### src/verilog/flcs_regs.svh
// constants for the flash lock, configuration and status command logic
// assumes inclusion by the package and the design modules only
`ifndef FLCS_REGS_SVH
`define FLCS_REGS_SVH
`define FLCS_CMD_LOCK_SETUP 8'h60
`define FLCS_CMD_LOCK 8'h01
`define FLCS_CMD_UNLOCK 8'hD0
`define FLCS_CMD_LOCKDOWN 8'h2F
`define FLCS_CMD_PROT_SETUP 8'hC0
`define FLCS_CMD_RCR_WRITE 8'h03
`define FLCS_CMD_READ_STATUS 8'h70
`define FLCS_CMD_CLEAR_STATUS 8'h50
`define FLCS_CMD_READ_ARRAY 8'hFF
`define FLCS_CMD_PROGRAM 8'h40
`define FLCS_CMD_ERASE_SETUP 8'h20
`define FLCS_STATUS_RESET 8'h80
`define FLCS_HIGH_BYTE_STATUS 8'h00
`define FLCS_BIT_READY 7
`define FLCS_BIT_ERS_SUSP 6
`define FLCS_BIT_ERS_ERR 5
`define FLCS_BIT_PRG_ERR 4
`define FLCS_BIT_VPP_LOW 3
`define FLCS_BIT_PRG_SUSP 2
`define FLCS_BIT_LOCKED 1
`define FLCS_BIT_BUFFERED_FACTORY_PROGRAMMING 0
`endif

### src/verilog/flcs_pkg.sv
// types shared by the flash lock, configuration and status logic
// assumes the constants header is available on the include path
package flcs_pkg;
`include "flcs_regs.svh"
   typedef enum logic [1:0] {FLCS_UNLOCKED, FLCS_LOCKED, FLCS_LOCKED_DOWN} flcs_lock_t;
   typedef enum logic [1:0] {FLCS_RD_ARRAY, FLCS_RD_STATUS, FLCS_RD_OTHER} flcs_rmode_t;
   typedef struct packed {
      logic ready;
      logic ers_susp;
      logic prg_susp;
      logic buffered_factory_programming_busy;
      logic ers_fail;
      logic prg_fail;
      logic vpp_low;
      logic locked_hit;
   } flcs_engine_t;
   typedef struct packed {
      logic we;
      logic [15:0] data;
      logic [16:0] addr;
   } flcs_write_t;
endpackage : flcs_pkg

### src/verilog/flcs_sync.sv
// two-flop synchroniser for pin inputs
// assumes a single ref_clk domain; rst_b releases to the given level
`timescale 1ns/1ps
module flcs_sync #(
   parameter int W = 1,
   parameter logic [W-1:0] INIT = '0
) (
   input wire logic ref_clk,
   input wire logic rst_b,
   input wire logic [W-1:0] din,
   output logic [W-1:0] dout
);
   logic [W-1:0] meta;
   always_ff @(posedge ref_clk or negedge rst_b) begin
      if (!rst_b) begin
         meta <= INIT;
         dout <= INIT;
      end else begin
         meta <= din;
         dout <= meta;
      end
   end
endmodule : flcs_sync

### src/verilog/flcs_cmd.sv
// command interpreter: lock/unlock/lock-down, protection setup, read config write,
// status register and read-mode selection for a parallel flash
// assumes the write state machine reports its flags on engine_i (same clock),
// bus pins arrive asynchronously and are synchronised here
// Function
// RULE1: lock setup needs lock, unlock or lockdown
// RULE2: 0x01 after setup locks addressed block
// RULE3: 0xD0 after setup unlocks addressed block
// RULE4: 0x2F after setup locks down block
// RULE5: 0xC0 arms protection register program
// RULE6: config setup must be followed by 0x03
// RULE7: 0x03 loads sixteen address bits to config
// RULE8: after config write reads return array
// RULE9: host requests status at any address
// RULE10: program, erase, lock switch reads to status
// RULE11: status on low byte, zero high byte
// RULE12: async status latched on first enable fall (here latched on the later of the ce_n and oe_n falls, once both are low)
// RULE13: burst status refresh needs chip or address toggle
// RULE14: bit7 busy zero, ready one
// RULE15: bits 6 and 2 show suspends
// RULE16: bit5 erase failure or sequence error
// RULE17: bit4 program failure or sequence error
// RULE18: bit3 program supply below lockout
// RULE19: bit1 locked block hit, aborted
// RULE20: bit0 factory program in progress
// RULE21: status resets to 0x80
// RULE22: suspend sequence error stays until cleared
// RULE23: machine owns 7,6,2; others sticky (bit0 here also follows the machine directly, not sticky)
// RULE24: unlock leaves locked-down block locked
// RULE25: sequence error returns status on reads
`timescale 1ns/1ps
`include "flcs_regs.svh"
module flcs_cmd import flcs_pkg::*; #(
   parameter int NBLK = 16,
   parameter int BLK_LSB = 12,
   parameter bit ADDR_SHIFT = 1'b0
) (
   input wire logic ref_clk,
   input wire logic rst_b,
   input wire logic ce_n,
   input wire logic oe_n,
   input wire logic we_n,
   input wire logic address_valid_n,
   input wire logic sync_burst,
   input wire logic [16:0] addr,
   input wire logic [15:0] dq_in,
   input wire flcs_engine_t engine_i,
   output logic [15:0] dq_out,
   output logic dq_oe,
   output logic [7:0] operation_status,
   output logic [15:0] read_config_register,
   output logic [NBLK-1:0] block_locked,
   output logic [NBLK-1:0] block_locked_down,
   output logic prot_prog_start,
   output logic [16:0] prot_addr,
   output logic [15:0] prot_data,
   output logic status_mode
);
   localparam int BLKW = (NBLK > 1) ? $clog2(NBLK) : 1;
   initial begin
      if (NBLK < 1 || BLK_LSB + BLKW > 17)
         $error("flcs_cmd: block geometry does not fit address bus");
   end

   typedef enum logic [1:0] {S_IDLE, S_LOCK_ARMED, S_PROT_ARMED} flcs_state_t;
   flcs_state_t state;
   flcs_rmode_t rmode;

   logic [3:0] pins_s;
   logic [16:0] addr_s;
   logic [15:0] dq_s;
   flcs_sync #(.W(4), .INIT(4'hF)) u_sync_ctl (
      .ref_clk(ref_clk), .rst_b(rst_b),
      .din({ce_n, oe_n, we_n, address_valid_n}), .dout(pins_s));
   flcs_sync #(.W(17), .INIT(17'h00000)) u_sync_addr (
      .ref_clk(ref_clk), .rst_b(rst_b), .din(addr), .dout(addr_s));
   flcs_sync #(.W(16), .INIT(16'h0000)) u_sync_dq (
      .ref_clk(ref_clk), .rst_b(rst_b), .din(dq_in), .dout(dq_s));
   // the read mode pin is a board level too, so it passes the same two flops
   logic burst_s;
   flcs_sync #(.W(1), .INIT(1'b0)) u_sync_burst (
      .ref_clk(ref_clk), .rst_b(rst_b), .din(sync_burst), .dout(burst_s));

   wire ce_s = pins_s[3];
   wire oe_s = pins_s[2];
   wire we_s = pins_s[1];
   wire adv_s = pins_s[0];
   logic ce_d, oe_d, we_d, adv_d;
   always_ff @(posedge ref_clk or negedge rst_b) begin
      if (!rst_b) begin
         {ce_d, oe_d, we_d, adv_d} <= 4'hF;
      end else begin
         {ce_d, oe_d, we_d, adv_d} <= pins_s;
      end
   end

   // a command is taken on the rising edge of write enable while the chip is selected
   wire wr = we_s & ~we_d & ~ce_s;
   wire [7:0] cmd = dq_s[7:0];
   wire [BLKW-1:0] blk = addr_s[BLK_LSB +: BLKW];
   wire read_active = ~ce_s & ~oe_s;
   wire async_fall = ~burst_s & read_active & (ce_d | oe_d);
   wire burst_tog = burst_s & ~ce_s & ((ce_d & ~ce_s) | (adv_d & ~adv_s));
   wire refresh = async_fall | burst_tog;

   wire in_lock = (state == S_LOCK_ARMED);
   wire in_prot = (state == S_PROT_ARMED);
   wire do_lock = wr & in_lock & (cmd == `FLCS_CMD_LOCK);
   wire do_unlock = wr & in_lock & (cmd == `FLCS_CMD_UNLOCK);
   wire do_lockdown = wr & in_lock & (cmd == `FLCS_CMD_LOCKDOWN);
   wire do_rcr = wr & in_lock & (cmd == `FLCS_CMD_RCR_WRITE);
   // one setup code serves both lock and configuration; the second cycle decides
   wire seq_err = wr & in_lock & ~do_lock & ~do_unlock & ~do_lockdown & ~do_rcr;
   wire do_prot = wr & in_prot;
   wire idle_wr = wr & (state == S_IDLE);
   wire do_clear = idle_wr & (cmd == `FLCS_CMD_CLEAR_STATUS);
   wire do_rstat = idle_wr & (cmd == `FLCS_CMD_READ_STATUS);
   wire do_rarr = idle_wr & (cmd == `FLCS_CMD_READ_ARRAY);
   wire do_wsm_cmd = idle_wr & ((cmd == `FLCS_CMD_PROGRAM) | (cmd == `FLCS_CMD_ERASE_SETUP));

   flcs_state_t next_state;
   assign next_state = !wr ? state :
                       (idle_wr & (cmd == `FLCS_CMD_LOCK_SETUP)) ? S_LOCK_ARMED :
                       (idle_wr & (cmd == `FLCS_CMD_PROT_SETUP)) ? S_PROT_ARMED :
                       S_IDLE;

   always_ff @(posedge ref_clk or negedge rst_b) begin
      if (!rst_b) begin
         state <= S_IDLE;
      end else begin
         state <= next_state; // RULE5
      end
   end

   // sticky error bits; set beats clear in the same cycle
   logic [3:0] sticky;
   logic [3:0] next_sticky;
   wire [3:0] sticky_set = {engine_i.ers_fail | seq_err, // RULE16 RULE1 RULE6
                            engine_i.prg_fail | seq_err, // RULE17
                            engine_i.vpp_low, // RULE18
                            engine_i.locked_hit}; // RULE19
   assign next_sticky = (do_clear ? 4'h0 : sticky) | sticky_set; // RULE23 RULE22
   always_ff @(posedge ref_clk or negedge rst_b) begin
      if (!rst_b) begin
         sticky <= 4'h0;
      end else begin
         sticky <= next_sticky;
      end
   end

   wire [7:0] next_status;
   assign next_status[`FLCS_BIT_READY] = engine_i.ready; // RULE14
   assign next_status[`FLCS_BIT_ERS_SUSP] = engine_i.ready & engine_i.ers_susp; // RULE15
   assign next_status[`FLCS_BIT_ERS_ERR] = next_sticky[3];
   assign next_status[`FLCS_BIT_PRG_ERR] = next_sticky[2];
   assign next_status[`FLCS_BIT_VPP_LOW] = next_sticky[1];
   assign next_status[`FLCS_BIT_PRG_SUSP] = engine_i.ready & engine_i.prg_susp; // RULE15
   assign next_status[`FLCS_BIT_LOCKED] = next_sticky[0];
   assign next_status[`FLCS_BIT_BUFFERED_FACTORY_PROGRAMMING] = engine_i.buffered_factory_programming_busy; // RULE20

   always_ff @(posedge ref_clk or negedge rst_b) begin
      if (!rst_b) begin
         operation_status <= `FLCS_STATUS_RESET; // RULE21
      end else begin
         operation_status <= next_status;
      end
   end

   // read mode: status after lock, program, erase or errors; array after config write
   flcs_rmode_t next_rmode;
   assign next_rmode = (do_rcr | do_rarr) ? FLCS_RD_ARRAY : // RULE8
                       (do_lock | do_unlock | do_lockdown | do_wsm_cmd | do_prot) ?
                       FLCS_RD_STATUS : // RULE10
                       (seq_err | do_rstat) ? FLCS_RD_STATUS : // RULE25 RULE9
                       rmode;
   always_ff @(posedge ref_clk or negedge rst_b) begin
      if (!rst_b) begin
         rmode <= FLCS_RD_ARRAY;
      end else begin
         rmode <= next_rmode;
      end
   end

   always_ff @(posedge ref_clk or negedge rst_b) begin
      if (!rst_b) begin
         status_mode <= 1'b0;
      end else begin
         status_mode <= (next_rmode == FLCS_RD_STATUS);
      end
   end

   always_ff @(posedge ref_clk or negedge rst_b) begin
      if (!rst_b) begin
         read_config_register <= 16'h0000;
      end else if (do_rcr) begin
         read_config_register <= ADDR_SHIFT ? addr_s[16:1] : addr_s[15:0]; // RULE7
      end
   end

   // lock-down blocks ignore unlock; only reset releases them
   genvar g;
   generate
      for (g = 0; g < NBLK; g++) begin : g_blk
         wire hit = (blk == BLKW'(g));
         always_ff @(posedge ref_clk or negedge rst_b) begin
            if (!rst_b) begin
               block_locked[g] <= 1'b1;
               block_locked_down[g] <= 1'b0;
            end else if (hit) begin
               if (do_lock | do_lockdown) begin
                  block_locked[g] <= 1'b1; // RULE2 RULE4
               end else if (do_unlock & ~block_locked_down[g]) begin
                  block_locked[g] <= 1'b0; // RULE3 RULE24
               end
               if (do_lockdown) begin
                  block_locked_down[g] <= 1'b1; // RULE4
               end
            end
         end
      end
   endgenerate

   always_ff @(posedge ref_clk or negedge rst_b) begin
      if (!rst_b) begin
         prot_prog_start <= 1'b0;
         prot_addr <= 17'h00000;
         prot_data <= 16'h0000;
      end else begin
         prot_prog_start <= do_prot; // RULE5
         if (do_prot) begin
            prot_addr <= addr_s;
            prot_data <= dq_s;
         end
      end
   end

   // the latched word holds still through a read; only a fresh edge or toggle refreshes it
   logic [7:0] latched;
   always_ff @(posedge ref_clk or negedge rst_b) begin
      if (!rst_b) begin
         latched <= `FLCS_STATUS_RESET;
      end else if (refresh) begin
         latched <= operation_status; // RULE12 RULE13
      end
   end

   always_ff @(posedge ref_clk or negedge rst_b) begin
      if (!rst_b) begin
         dq_out <= 16'h0000;
         dq_oe <= 1'b0;
      end else begin
         dq_oe <= read_active & (rmode == FLCS_RD_STATUS);
         dq_out <= {`FLCS_HIGH_BYTE_STATUS, refresh ? operation_status : latched}; // RULE11
      end
   end

   a_seq_err_flags: assert property (@(posedge ref_clk) disable iff (!rst_b) // RULE1
      seq_err |=> operation_status[`FLCS_BIT_ERS_ERR] && operation_status[`FLCS_BIT_PRG_ERR])
      else $error("sequence error did not set bits 5 and 4");
   a_lock_block: assert property (@(posedge ref_clk) disable iff (!rst_b) // RULE2
      do_lock |=> block_locked[$past(blk)])
      else $error("lock did not lock addressed block");
   a_unlock_block: assert property (@(posedge ref_clk) disable iff (!rst_b) // RULE3
      do_unlock && !block_locked_down[blk] |=> !block_locked[$past(blk)])
      else $error("unlock did not release addressed block");
   a_lockdown_set: assert property (@(posedge ref_clk) disable iff (!rst_b) // RULE4
      do_lockdown |=> block_locked_down[$past(blk)] && block_locked[$past(blk)])
      else $error("lock-down did not hold addressed block");
   a_lockdown_keep: assert property (@(posedge ref_clk) disable iff (!rst_b) // RULE24
      do_unlock && block_locked_down[blk] |=> block_locked[$past(blk)])
      else $error("unlock released a locked-down block");
   a_prot_start: assert property (@(posedge ref_clk) disable iff (!rst_b) // RULE5
      wr && in_prot |=> prot_prog_start ##1 !prot_prog_start)
      else $error("protection program start not one pulse");
   a_prot_capture: assert property (@(posedge ref_clk) disable iff (!rst_b) // RULE5
      do_prot |=> prot_addr == $past(addr_s) && prot_data == $past(dq_s))
      else $error("protection address or data not captured");
   a_cfg_seq_err: assert property (@(posedge ref_clk) disable iff (!rst_b) // RULE6
      wr && in_lock && (cmd == `FLCS_CMD_READ_ARRAY) |=>
      operation_status[`FLCS_BIT_ERS_ERR] && operation_status[`FLCS_BIT_PRG_ERR])
      else $error("bad code after config setup gave no error");
   a_rcr_load: assert property (@(posedge ref_clk) disable iff (!rst_b) // RULE7
      do_rcr && !ADDR_SHIFT |=> read_config_register == $past(addr_s[15:0]))
      else $error("config register not loaded from address");
   a_rcr_hold: assert property (@(posedge ref_clk) disable iff (!rst_b) // RULE7
      !do_rcr |=> $stable(read_config_register))
      else $error("config register changed without config write");
   a_rcr_array: assert property (@(posedge ref_clk) disable iff (!rst_b) // RULE8
      do_rcr |=> !status_mode ##1 !dq_oe)
      else $error("config write did not return array mode");
   a_rstat_mode: assert property (@(posedge ref_clk) disable iff (!rst_b) // RULE9
      do_rstat |=> status_mode)
      else $error("read status command did not select status");
   a_status_mode: assert property (@(posedge ref_clk) disable iff (!rst_b) // RULE10
      do_lock || do_wsm_cmd || seq_err |=> status_mode)
      else $error("status mode not entered");
   a_unlock_mode: assert property (@(posedge ref_clk) disable iff (!rst_b) // RULE10
      do_unlock || do_lockdown || do_prot |=> status_mode)
      else $error("status mode not entered after lock change");
   a_rarr_mode: assert property (@(posedge ref_clk) disable iff (!rst_b) // RULE10
      do_rarr |=> !status_mode)
      else $error("read array did not leave status mode");
   a_high_byte: assert property (@(posedge ref_clk) disable iff (!rst_b) // RULE11
      dq_oe |-> dq_out[15:8] == `FLCS_HIGH_BYTE_STATUS)
      else $error("high byte not zero during status read");
   a_oe_off: assert property (@(posedge ref_clk) disable iff (!rst_b) // RULE11
      !read_active |=> !dq_oe)
      else $error("data driven outside a read");
   a_async_refresh: assert property (@(posedge ref_clk) disable iff (!rst_b) // RULE12
      async_fall |=> dq_out[7:0] == $past(operation_status))
      else $error("status not refreshed on enable fall");
   a_latch_hold: assert property (@(posedge ref_clk) disable iff (!rst_b) // RULE12
      !refresh |=> $stable(latched))
      else $error("latched status changed without refresh");
   a_burst_refresh: assert property (@(posedge ref_clk) disable iff (!rst_b) // RULE13
      burst_tog |=> dq_out[7:0] == $past(operation_status))
      else $error("burst status not refreshed on toggle");
   a_burst_hold: assert property (@(posedge ref_clk) disable iff (!rst_b) // RULE13
      burst_s && !burst_tog |=> $stable(latched))
      else $error("burst status changed without toggle");
   a_sticky_hold: assert property (@(posedge ref_clk) disable iff (!rst_b) // RULE23
      operation_status[`FLCS_BIT_LOCKED] && !do_clear |=> operation_status[`FLCS_BIT_LOCKED])
      else $error("sticky lock bit dropped without clear");
   a_clear_status: assert property (@(posedge ref_clk) disable iff (!rst_b) // RULE23
      do_clear && (sticky_set == 4'h0) |=>
      (operation_status[`FLCS_BIT_ERS_ERR -: 3] == 3'h0) && !operation_status[`FLCS_BIT_LOCKED])
      else $error("clear status left a sticky bit");
   a_ready_bit: assert property (@(posedge ref_clk) disable iff (!rst_b) // RULE14
      !engine_i.ready |=>
      !operation_status[`FLCS_BIT_READY] && !operation_status[`FLCS_BIT_ERS_SUSP])
      else $error("ready bit set while busy");
   a_ready_set: assert property (@(posedge ref_clk) disable iff (!rst_b) // RULE14
      engine_i.ready |=> operation_status[`FLCS_BIT_READY])
      else $error("ready bit clear while ready");
   a_prg_susp: assert property (@(posedge ref_clk) disable iff (!rst_b) // RULE15
      !engine_i.prg_susp |=> !operation_status[`FLCS_BIT_PRG_SUSP])
      else $error("program suspend shown without suspend");
   a_ers_fail: assert property (@(posedge ref_clk) disable iff (!rst_b) // RULE16
      engine_i.ers_fail |=> operation_status[`FLCS_BIT_ERS_ERR])
      else $error("erase failure not flagged");
   a_prg_fail: assert property (@(posedge ref_clk) disable iff (!rst_b) // RULE17
      engine_i.prg_fail |=> operation_status[`FLCS_BIT_PRG_ERR])
      else $error("program failure not flagged");
   a_vpp_low: assert property (@(posedge ref_clk) disable iff (!rst_b) // RULE18
      engine_i.vpp_low |=> operation_status[`FLCS_BIT_VPP_LOW])
      else $error("supply lockout not flagged");
   a_locked_hit: assert property (@(posedge ref_clk) disable iff (!rst_b) // RULE19
      engine_i.locked_hit |=> operation_status[`FLCS_BIT_LOCKED])
      else $error("locked block hit not flagged");
   a_buffered_factory_programming_bit: assert property (@(posedge ref_clk) disable iff (!rst_b) // RULE20
      1'b1 |=> operation_status[`FLCS_BIT_BUFFERED_FACTORY_PROGRAMMING] == $past(engine_i.buffered_factory_programming_busy))
      else $error("factory program busy bit wrong");
endmodule : flcs_cmd

### config.mk
export PLATFORM = sky130hd
export DESIGN_NAME = flcs_cmd
export DESIGN_NICKNAME = d
export VERILOG_FILES = /design/src/verilog/flcs_pkg.sv /design/src/verilog/flcs_sync.sv /design/src/verilog/flcs_cmd.sv
export VERILOG_INCLUDE_DIRS = /design/src /design/src/verilog
export SDC_FILE = /design/constraint.sdc
export NUM_CORES = 1
export LEC_CHECK = 0
export ABC_CLOCK_PERIOD_IN_PS = 2800
export BUFFER_PORTS_ARGS = -buffer_cell sky130_fd_sc_hd__buf_2
export CORE_MARGIN = 4
export CORE_UTILIZATION = 25
export CTS_BUF_LIST = sky130_fd_sc_hd__clkbuf_4 sky130_fd_sc_hd__clkbuf_8 sky130_fd_sc_hd__clkbuf_16
export CTS_CLUSTER_DIAMETER = 100
export DETAILED_ROUTE_END_ITERATION = 6
export SLEW_MARGIN = 40
export SYNTH_ARGS = -nofsm -noshare
export SYNTH_HDL_FRONTEND = slang
export SYNTH_SLANG_ARGS = --single-unit
### constraint.sdc
create_clock -name ref_clk -period 2.8 [get_ports ref_clk]
set_input_delay 0.42 -clock ref_clk [delete_from_list [all_inputs] [get_ports ref_clk]]
set_output_delay 0.42 -clock ref_clk [all_outputs]
set_load 0.005 [all_outputs]
Yosys cells after proc, flatten, opt, wreduce, memory -nomap -nowiden
Cells that the tools add are included.
Widths: inputs -> output; s select.
{"block": "classes", "magnitude_cmp": 0, "shift": 0, "eq_ne": 30, "n_addsub": 0, "n_reduce_logical": 50, "n_bitwise": 84, "div": 0, "multipliers": 0, "mux": 39}
{"operator": "$reduce_and 2->1", "n": 32}
{"operator": "$and 1x1->1", "n": 45}
{"operator": "$eq 4x4->1 const B", "n": 8}
{"operator": "$eq 8x7->1 const B", "n": 4}
{"operator": "$mux 1", "n": 32}
{"operator": "$reduce_bool 2->1", "n": 16}
{"operator": "$not 1->1", "n": 25}
{"operator": "$eq 8x8->1 const B", "n": 3}
{"operator": "$eq 4x3->1 const B", "n": 4}
{"operator": "$eq 8x6->1 const B", "n": 2}
{"operator": "$or 1x1->1", "n": 13}
{"operator": "$mux 2", "n": 5}
{"operator": "$eq 4x2->1 const B", "n": 2}
{"operator": "$eq 8x1->1 const B", "n": 1}
{"operator": "$eq 8x2->1 const B", "n": 1}
{"operator": "$mux 8", "n": 1}
{"operator": "$eq 2x1->1 const B", "n": 3}
{"operator": "$eq 4x1->1 const B", "n": 1}
{"operator": "$logic_not 4->1", "n": 1}
{"operator": "$mux 4", "n": 1}
{"operator": "$or 4x4->4", "n": 1}
{"operator": "$eq 2x2->1 const B", "n": 1}
{"operator": "$logic_not 2->1", "n": 1}
{"block": "word_totals", "ram_bits": 0, "wordCells": 259, "input_bits": 48, "latch_bits": 0, "rom_bits": 0, "mem_count": 0, "regBits": 196}

Logic depth before layout (Yosys ltp)
{"block": "logic_depth", "depth_word": 15, "depth_mapped": 8}

Modules after synthesis
From an unflattened synthesis, not the netlist that was laid out.
{"block": "hier_totals", "cells_unflattened": 470, "hier_area_um2": 6495.0}
{"module": "flcs_cmd", "instances": 1, "cells_per_inst": 394, "area_each_um2": 4583.1}
{"module": "flcs_sync (u_sync_addr)", "instances": 1, "cells_per_inst": 34, "area_each_um2": 850.8}
{"module": "flcs_sync (u_sync_dq)", "instances": 1, "cells_per_inst": 32, "area_each_um2": 800.8}
{"module": "flcs_sync (u_sync_ctl)", "instances": 1, "cells_per_inst": 8, "area_each_um2": 210.2}
{"module": "flcs_sync (u_sync_burst)", "instances": 1, "cells_per_inst": 2, "area_each_um2": 50.0}

Worst setup path after synthesis
No wires, ideal clock.
{"block": "synth_path", "path_kind": "reg-to-reg", "startpoint": "register u_sync_ctl.dout[1]", "endpoint": "register rmode[1]", "path_buffers": 1, "path_stages_with_launch": 6, "required_ns": 2.658, "setup_time_ns": 0.142, "arrival_ns": 1.873, "path_slack_ns": 0.785, "path_cell_list": "dfstp_2 > or3b_1 > clkbuf_2 > or2_2 > o41ai_1 > nor3b_2"}
{"block": "synth_via", "elab_chain_cells": 13, "elab_cells_between_ends": 29, "classes_between": "3 x mux; 26 x bitwise"}
{"item": "start: declaration", "line_no": "flcs_sync.sv:11", "rtl": "output logic [W-1:0] dout"}
{"item": "start signal: assignment", "line_no": "flcs_sync.sv:20", "rtl": "dout <= meta;"}
{"item": "$and 1x1->1 (*) (2 in series)", "line_no": "flcs_cmd.sv:98", "rtl": "wire wr = we_s & ~we_d & ~ce_s;"}
{"item": "$and 1x1->1"}
{"item": "$and 1x1->1", "line_no": "flcs_cmd.sv:108", "rtl": "wire do_lock = wr & in_lock & (cmd == `FLCS_CMD_LOCK);"}
{"item": "$not 1->1", "line_no": "flcs_cmd.sv:113", "rtl": "wire seq_err = wr & in_lock & ~do_lock & ~do_unlock & ~do_lockdown & ~do_rcr;"}
{"item": "$and 1x1->1 (4 in series)", "line_no": "flcs_cmd.sv:113"}
{"item": "$or 1x1->1", "line_no": "flcs_cmd.sv:174", "rtl": "(seq_err | do_rstat) ? FLCS_RD_STATUS :"}
{"item": "$mux 2", "line_no": "flcs_cmd.sv:174"}
{"item": "$mux 2", "line_no": "flcs_cmd.sv:172", "rtl": "(do_lock | do_unlock | do_lockdown | do_wsm_cmd | do_prot) ?"}
{"item": "$mux 2 (*)", "line_no": "flcs_cmd.sv:171", "rtl": "assign next_rmode = (do_rcr | do_rarr) ? FLCS_RD_ARRAY :"}
{"item": "via next_rmode[1]", "line_no": "flcs_cmd.sv:170", "rtl": "flcs_rmode_t next_rmode;"}
{"item": "end signal: assignment", "line_no": "flcs_cmd.sv:180", "rtl": "rmode <= next_rmode;"}
{"item": "end: declaration", "line_no": "flcs_cmd.sv:67", "rtl": "flcs_rmode_t rmode;"}
Mark *: on every way through the listed nets, which the timed path passes. The rest lies on a longest branch.
A chain may end at the register's enable or synchronous reset.

Worst setup path in the final report
{"block": "layout_path", "startpoint": "register u_sync_ctl.dout[1]", "endpoint": "register block_locked[5]"}
{"block": "layout_via", "elab_chain_cells": 7, "elab_cells_between_ends": 11, "classes_between": "1 x mux; 8 x bitwise; 2 x reduce/logical"}
{"item": "$and 1x1->1 (*) (2 in series)", "line_no": "flcs_cmd.sv:98"}
{"item": "$and 1x1->1 (*)", "line_no": "flcs_cmd.sv:108, flcs_cmd.sv:109, flcs_cmd.sv:110"}
{"item": "$and 1x1->1 (on tied branches)", "line_no": "flcs_cmd.sv:108, flcs_cmd.sv:109, flcs_cmd.sv:110"}
{"item": "$or 1x1->1 or $and 1x1->1 (tied branches)", "line_no": "flcs_cmd.sv:210, flcs_cmd.sv:212"}
{"item": "$reduce_bool 2->1 (no line)"}
{"item": "$reduce_and 2->1 (no line)"}
{"item": "end signal: indexed assignment", "line_no": "flcs_cmd.sv:207", "rtl": "block_locked[g] <= 1'b1;"}
{"item": "end signal: indexed assignment", "line_no": "flcs_cmd.sv:211", "rtl": "block_locked[g] <= 1'b1;"}
{"item": "end signal: indexed assignment", "line_no": "flcs_cmd.sv:213", "rtl": "block_locked[g] <= 1'b0;"}
{"item": "end: declaration", "line_no": "flcs_cmd.sv:52", "rtl": "output logic [NBLK-1:0] block_locked,"}
Mark *: on every way between the ends. The rest lies on a longest branch, timed or not.

==> results.yml <==
synthesis:
  yosysSeqAreaShare_pct: 72.64
  synth-edff-count: 0
  synth_top_area_cell: "dfrtp_1"
  synth-seq-cells: 185
  postSynthCellCount: 478
  syn_area_um2: 6425
  yosys-top-cells-count: "dfrtp_1 (155), nand2_1 (115), dfstp_2 (30)"
  synthDistinctLibCells: 49
  synth_warnings: 0
  yosys-top-cells-area: "dfrtp_1 (60%), dfstp_2 (12%), nand2_1 (6.7%), mux2_2 (4.2%), o31ai_1 (2.0%)"
  yosys.area.top_type_share_pct: 60.37
  synth_ff_type: "dfrtp_1"
  synthMostInstantiatedCell: "dfrtp_1"
  synth_area_per_cell_um2: 13.44
  ys_async_sr_fraction_pct: 100.0
critical_path:
  cp_top_family: "simple AND/OR/NAND/NOR gates"
  cp-start-kind: "flip-flop"
  max_stage_delay_ns: 0.52
  rrSetupSlack_ns: 0.49
  path_cells: "or3b_1, nor3b_1, nand2_1, o31ai_1, o21ai_0"
  crit_type: "flip-flop to flip-flop"
  required_ns: 3.13
  worst-path-stages: 5
  rr_worst_depth: 5
  r2r_start: "u_sync_ctl.dout[1]"
  crit_start: "u_sync_ctl.dout[1]"
  cp-end-kind: "flip-flop"
  cp_max_fo: 16
  crit_arrival_ns: 2.64
  path_buf_inv: 0
  slowest_stage: "dfstp_2"
  r2r_end: "block_locked[5]"
job:
  drv_cap: 0
die:
  io_pins: 156
  core-area_um2: 25250
  die-area_um2: 28330
  start_util_pct: 25.44
  fp.dieH_um: 168.3
  rows: 58
  die_x_um: 168.3
clock_network:
  postCtsSetupRepairBufs: 0
  cts_sinks: 185
  clockBufferDepth: 2
  clk_pin_slew_ns: 0.06
  cts_tree: "built"
  ctsResizeCount: 0
  htreeDepth: 4
  root_buffer: "clkbuf_16"
  holdBufCountCts: 0
  clkLatencyLatePin_ns: 0.42
  cts_buffers: 17
global_route:
  first_global_vias: 4236
  antenna_found_initial: 4
  grt_pass1_wl_um: 23360
  use_met2_pct: 17.35
  grt_max_degree: 77
  gr-usage-met3_pct: 3.898
  met1_usage_pct: 12.80
  grt_util_all_layers_pct: 10.57
  grt.overflow.total: 0
  top_usage_layer: "met2"
layout:
  fin_area_um2: 8075
  fin_nets: 674
  drive_gt1_share_pct: 40.22
  area_delta_synth_final_pct: 25.69
detailed_routing:
  routed_wl_um: 14560
  drtIter0Drc: 195
  drc: 0
  drtAntennaViolNets: 0
  viasPerCell: 4.108
  wl_per_cell_um: 14.99
  firstDrtPassIters: 4
  num_vias: 3989
placed_design:
  port_buffers: 147
  placed_cell_area_um2: 7477
  dp_hpwl_um: 10100
  globalplace.congestion: 0.7454
pwr:
  power.leakage_nw: 3.968
  powerDensity_nw_per_um2: 665.5
  worst_ir_drop_vdd_mv: 0.3399
  power_w: 0.005374
sta:
  max-slew-margin-rel_pct: 54.43
  worst_slew_pin_slew_ns: 0.6747
  setup-tns-final_ns: 0
  fin_skew_ns: 0.009549
  timing.fmax_mhz: 433.5
  timing_hold_violations_final: 0
  rsz0062_at_grt: "false"
  period_share_pct: 82.39
  maxSlewViolCount: 0
  timing.final.setup_violations: 0
  min_period_ns: 2.307
worst_hold_path:
  hold_path.class: "input pin to async pin"
outcome:
  status: "completed"
## routing by layer
layer  wire, um  share of wire [%]
met1       6116                 42
met5         26               0.18
met3        961                6.6
met2       7250                 50
met4        203                1.4
## worst max-delay path by stage
stage,end,slack (ns)
2_1_floorplan,rmode[1],0.78
3_3_place_gp,block_locked[7],0.52
3_5_place_dp,block_locked[8],0.49
4_1_cts,block_locked[5],0.49
5_1_grt,block_locked[12],0.19
6_report,block_locked[5],0.49
## flip-flops by register name, indices dropped and copies added (netlist names), 2 cells and up
signal,flops
block_locked_down,16
u_sync_addr.meta,17
operation_status,8
u_sync_dq.meta,16
u_sync_ctl.dout,4
block_locked,16
latched,8
u_sync_addr.dout,17
prot_addr,17
u_sync_ctl.meta,4
state,2
prot_data,16
read_config_register,16
u_sync_dq.dout,16
rmode,2
## layout by cell type, fill, tap and decap left out, types with 6 or more instances in the layout
cell type,instances
dfrtp_1,155
buf_2,146
nand2_1,115
dfstp_2,30
mux2_2,24
o21ai_0,21
clkbuf_16,19
o31ai_1,17
o21bai_1,16
nand3_1,8
conb_1,8
nor2b_1,6
buf_4,6
## cells by family after synthesis
| logic type | synth area share [%] |
|---|---|
| AND/OR/NAND/NOR | 12.46 |
| other | 0.05837 |
| AO/OA/AOI/OAI | 6.777 |
| multiplexers | 4.206 |
| buffers and inverters | 3.856 |
| flip-flops | 72.64 |
## power breakdown
| group | internal (W) | total (W) | switching, W | leakage, nW |
|---|---|---|---|---|
| sequential | 0.00277 | 0.00282 | 0.0000487 | 2.27 |
| clock | 0.00138 | 0.00237 | 0.000997 | 0.301 |
| combinational | 0.0000768 | 0.000184 | 0.000107 | 1.40 |
| total | 0.00422 | 0.00537 | 0.00115 | 3.97 |
## through the flow
step,worst slack (ns),cells,util [%],hold slack (ns)
after floorplan,0.7849,485,-,0.1244
after global placement,0.5170,937,29.61,0.3318
after detailed placement,0.4925,937,29.61,0.3347
after CTS,0.4892,969,31.95,0.03396
after global routing,0.1852,971,31.98,0.06384
final,0.4930,971,31.98,0.02484
## layout make-up
class | count | area (um2)
multi-input cells | 263 | 1538
flip-flops and latches | 185 | 4667
repair buffers | 156 | 849.6
inverters | 3 | 11.26
well taps | 330 | 412.9
clock inverters | 10 | 87.58
clock buffers | 22 | 504.2
diodes | 2 | 5.005
fillers | 2572 | 17180
Power figures use the tool's default switching activity.
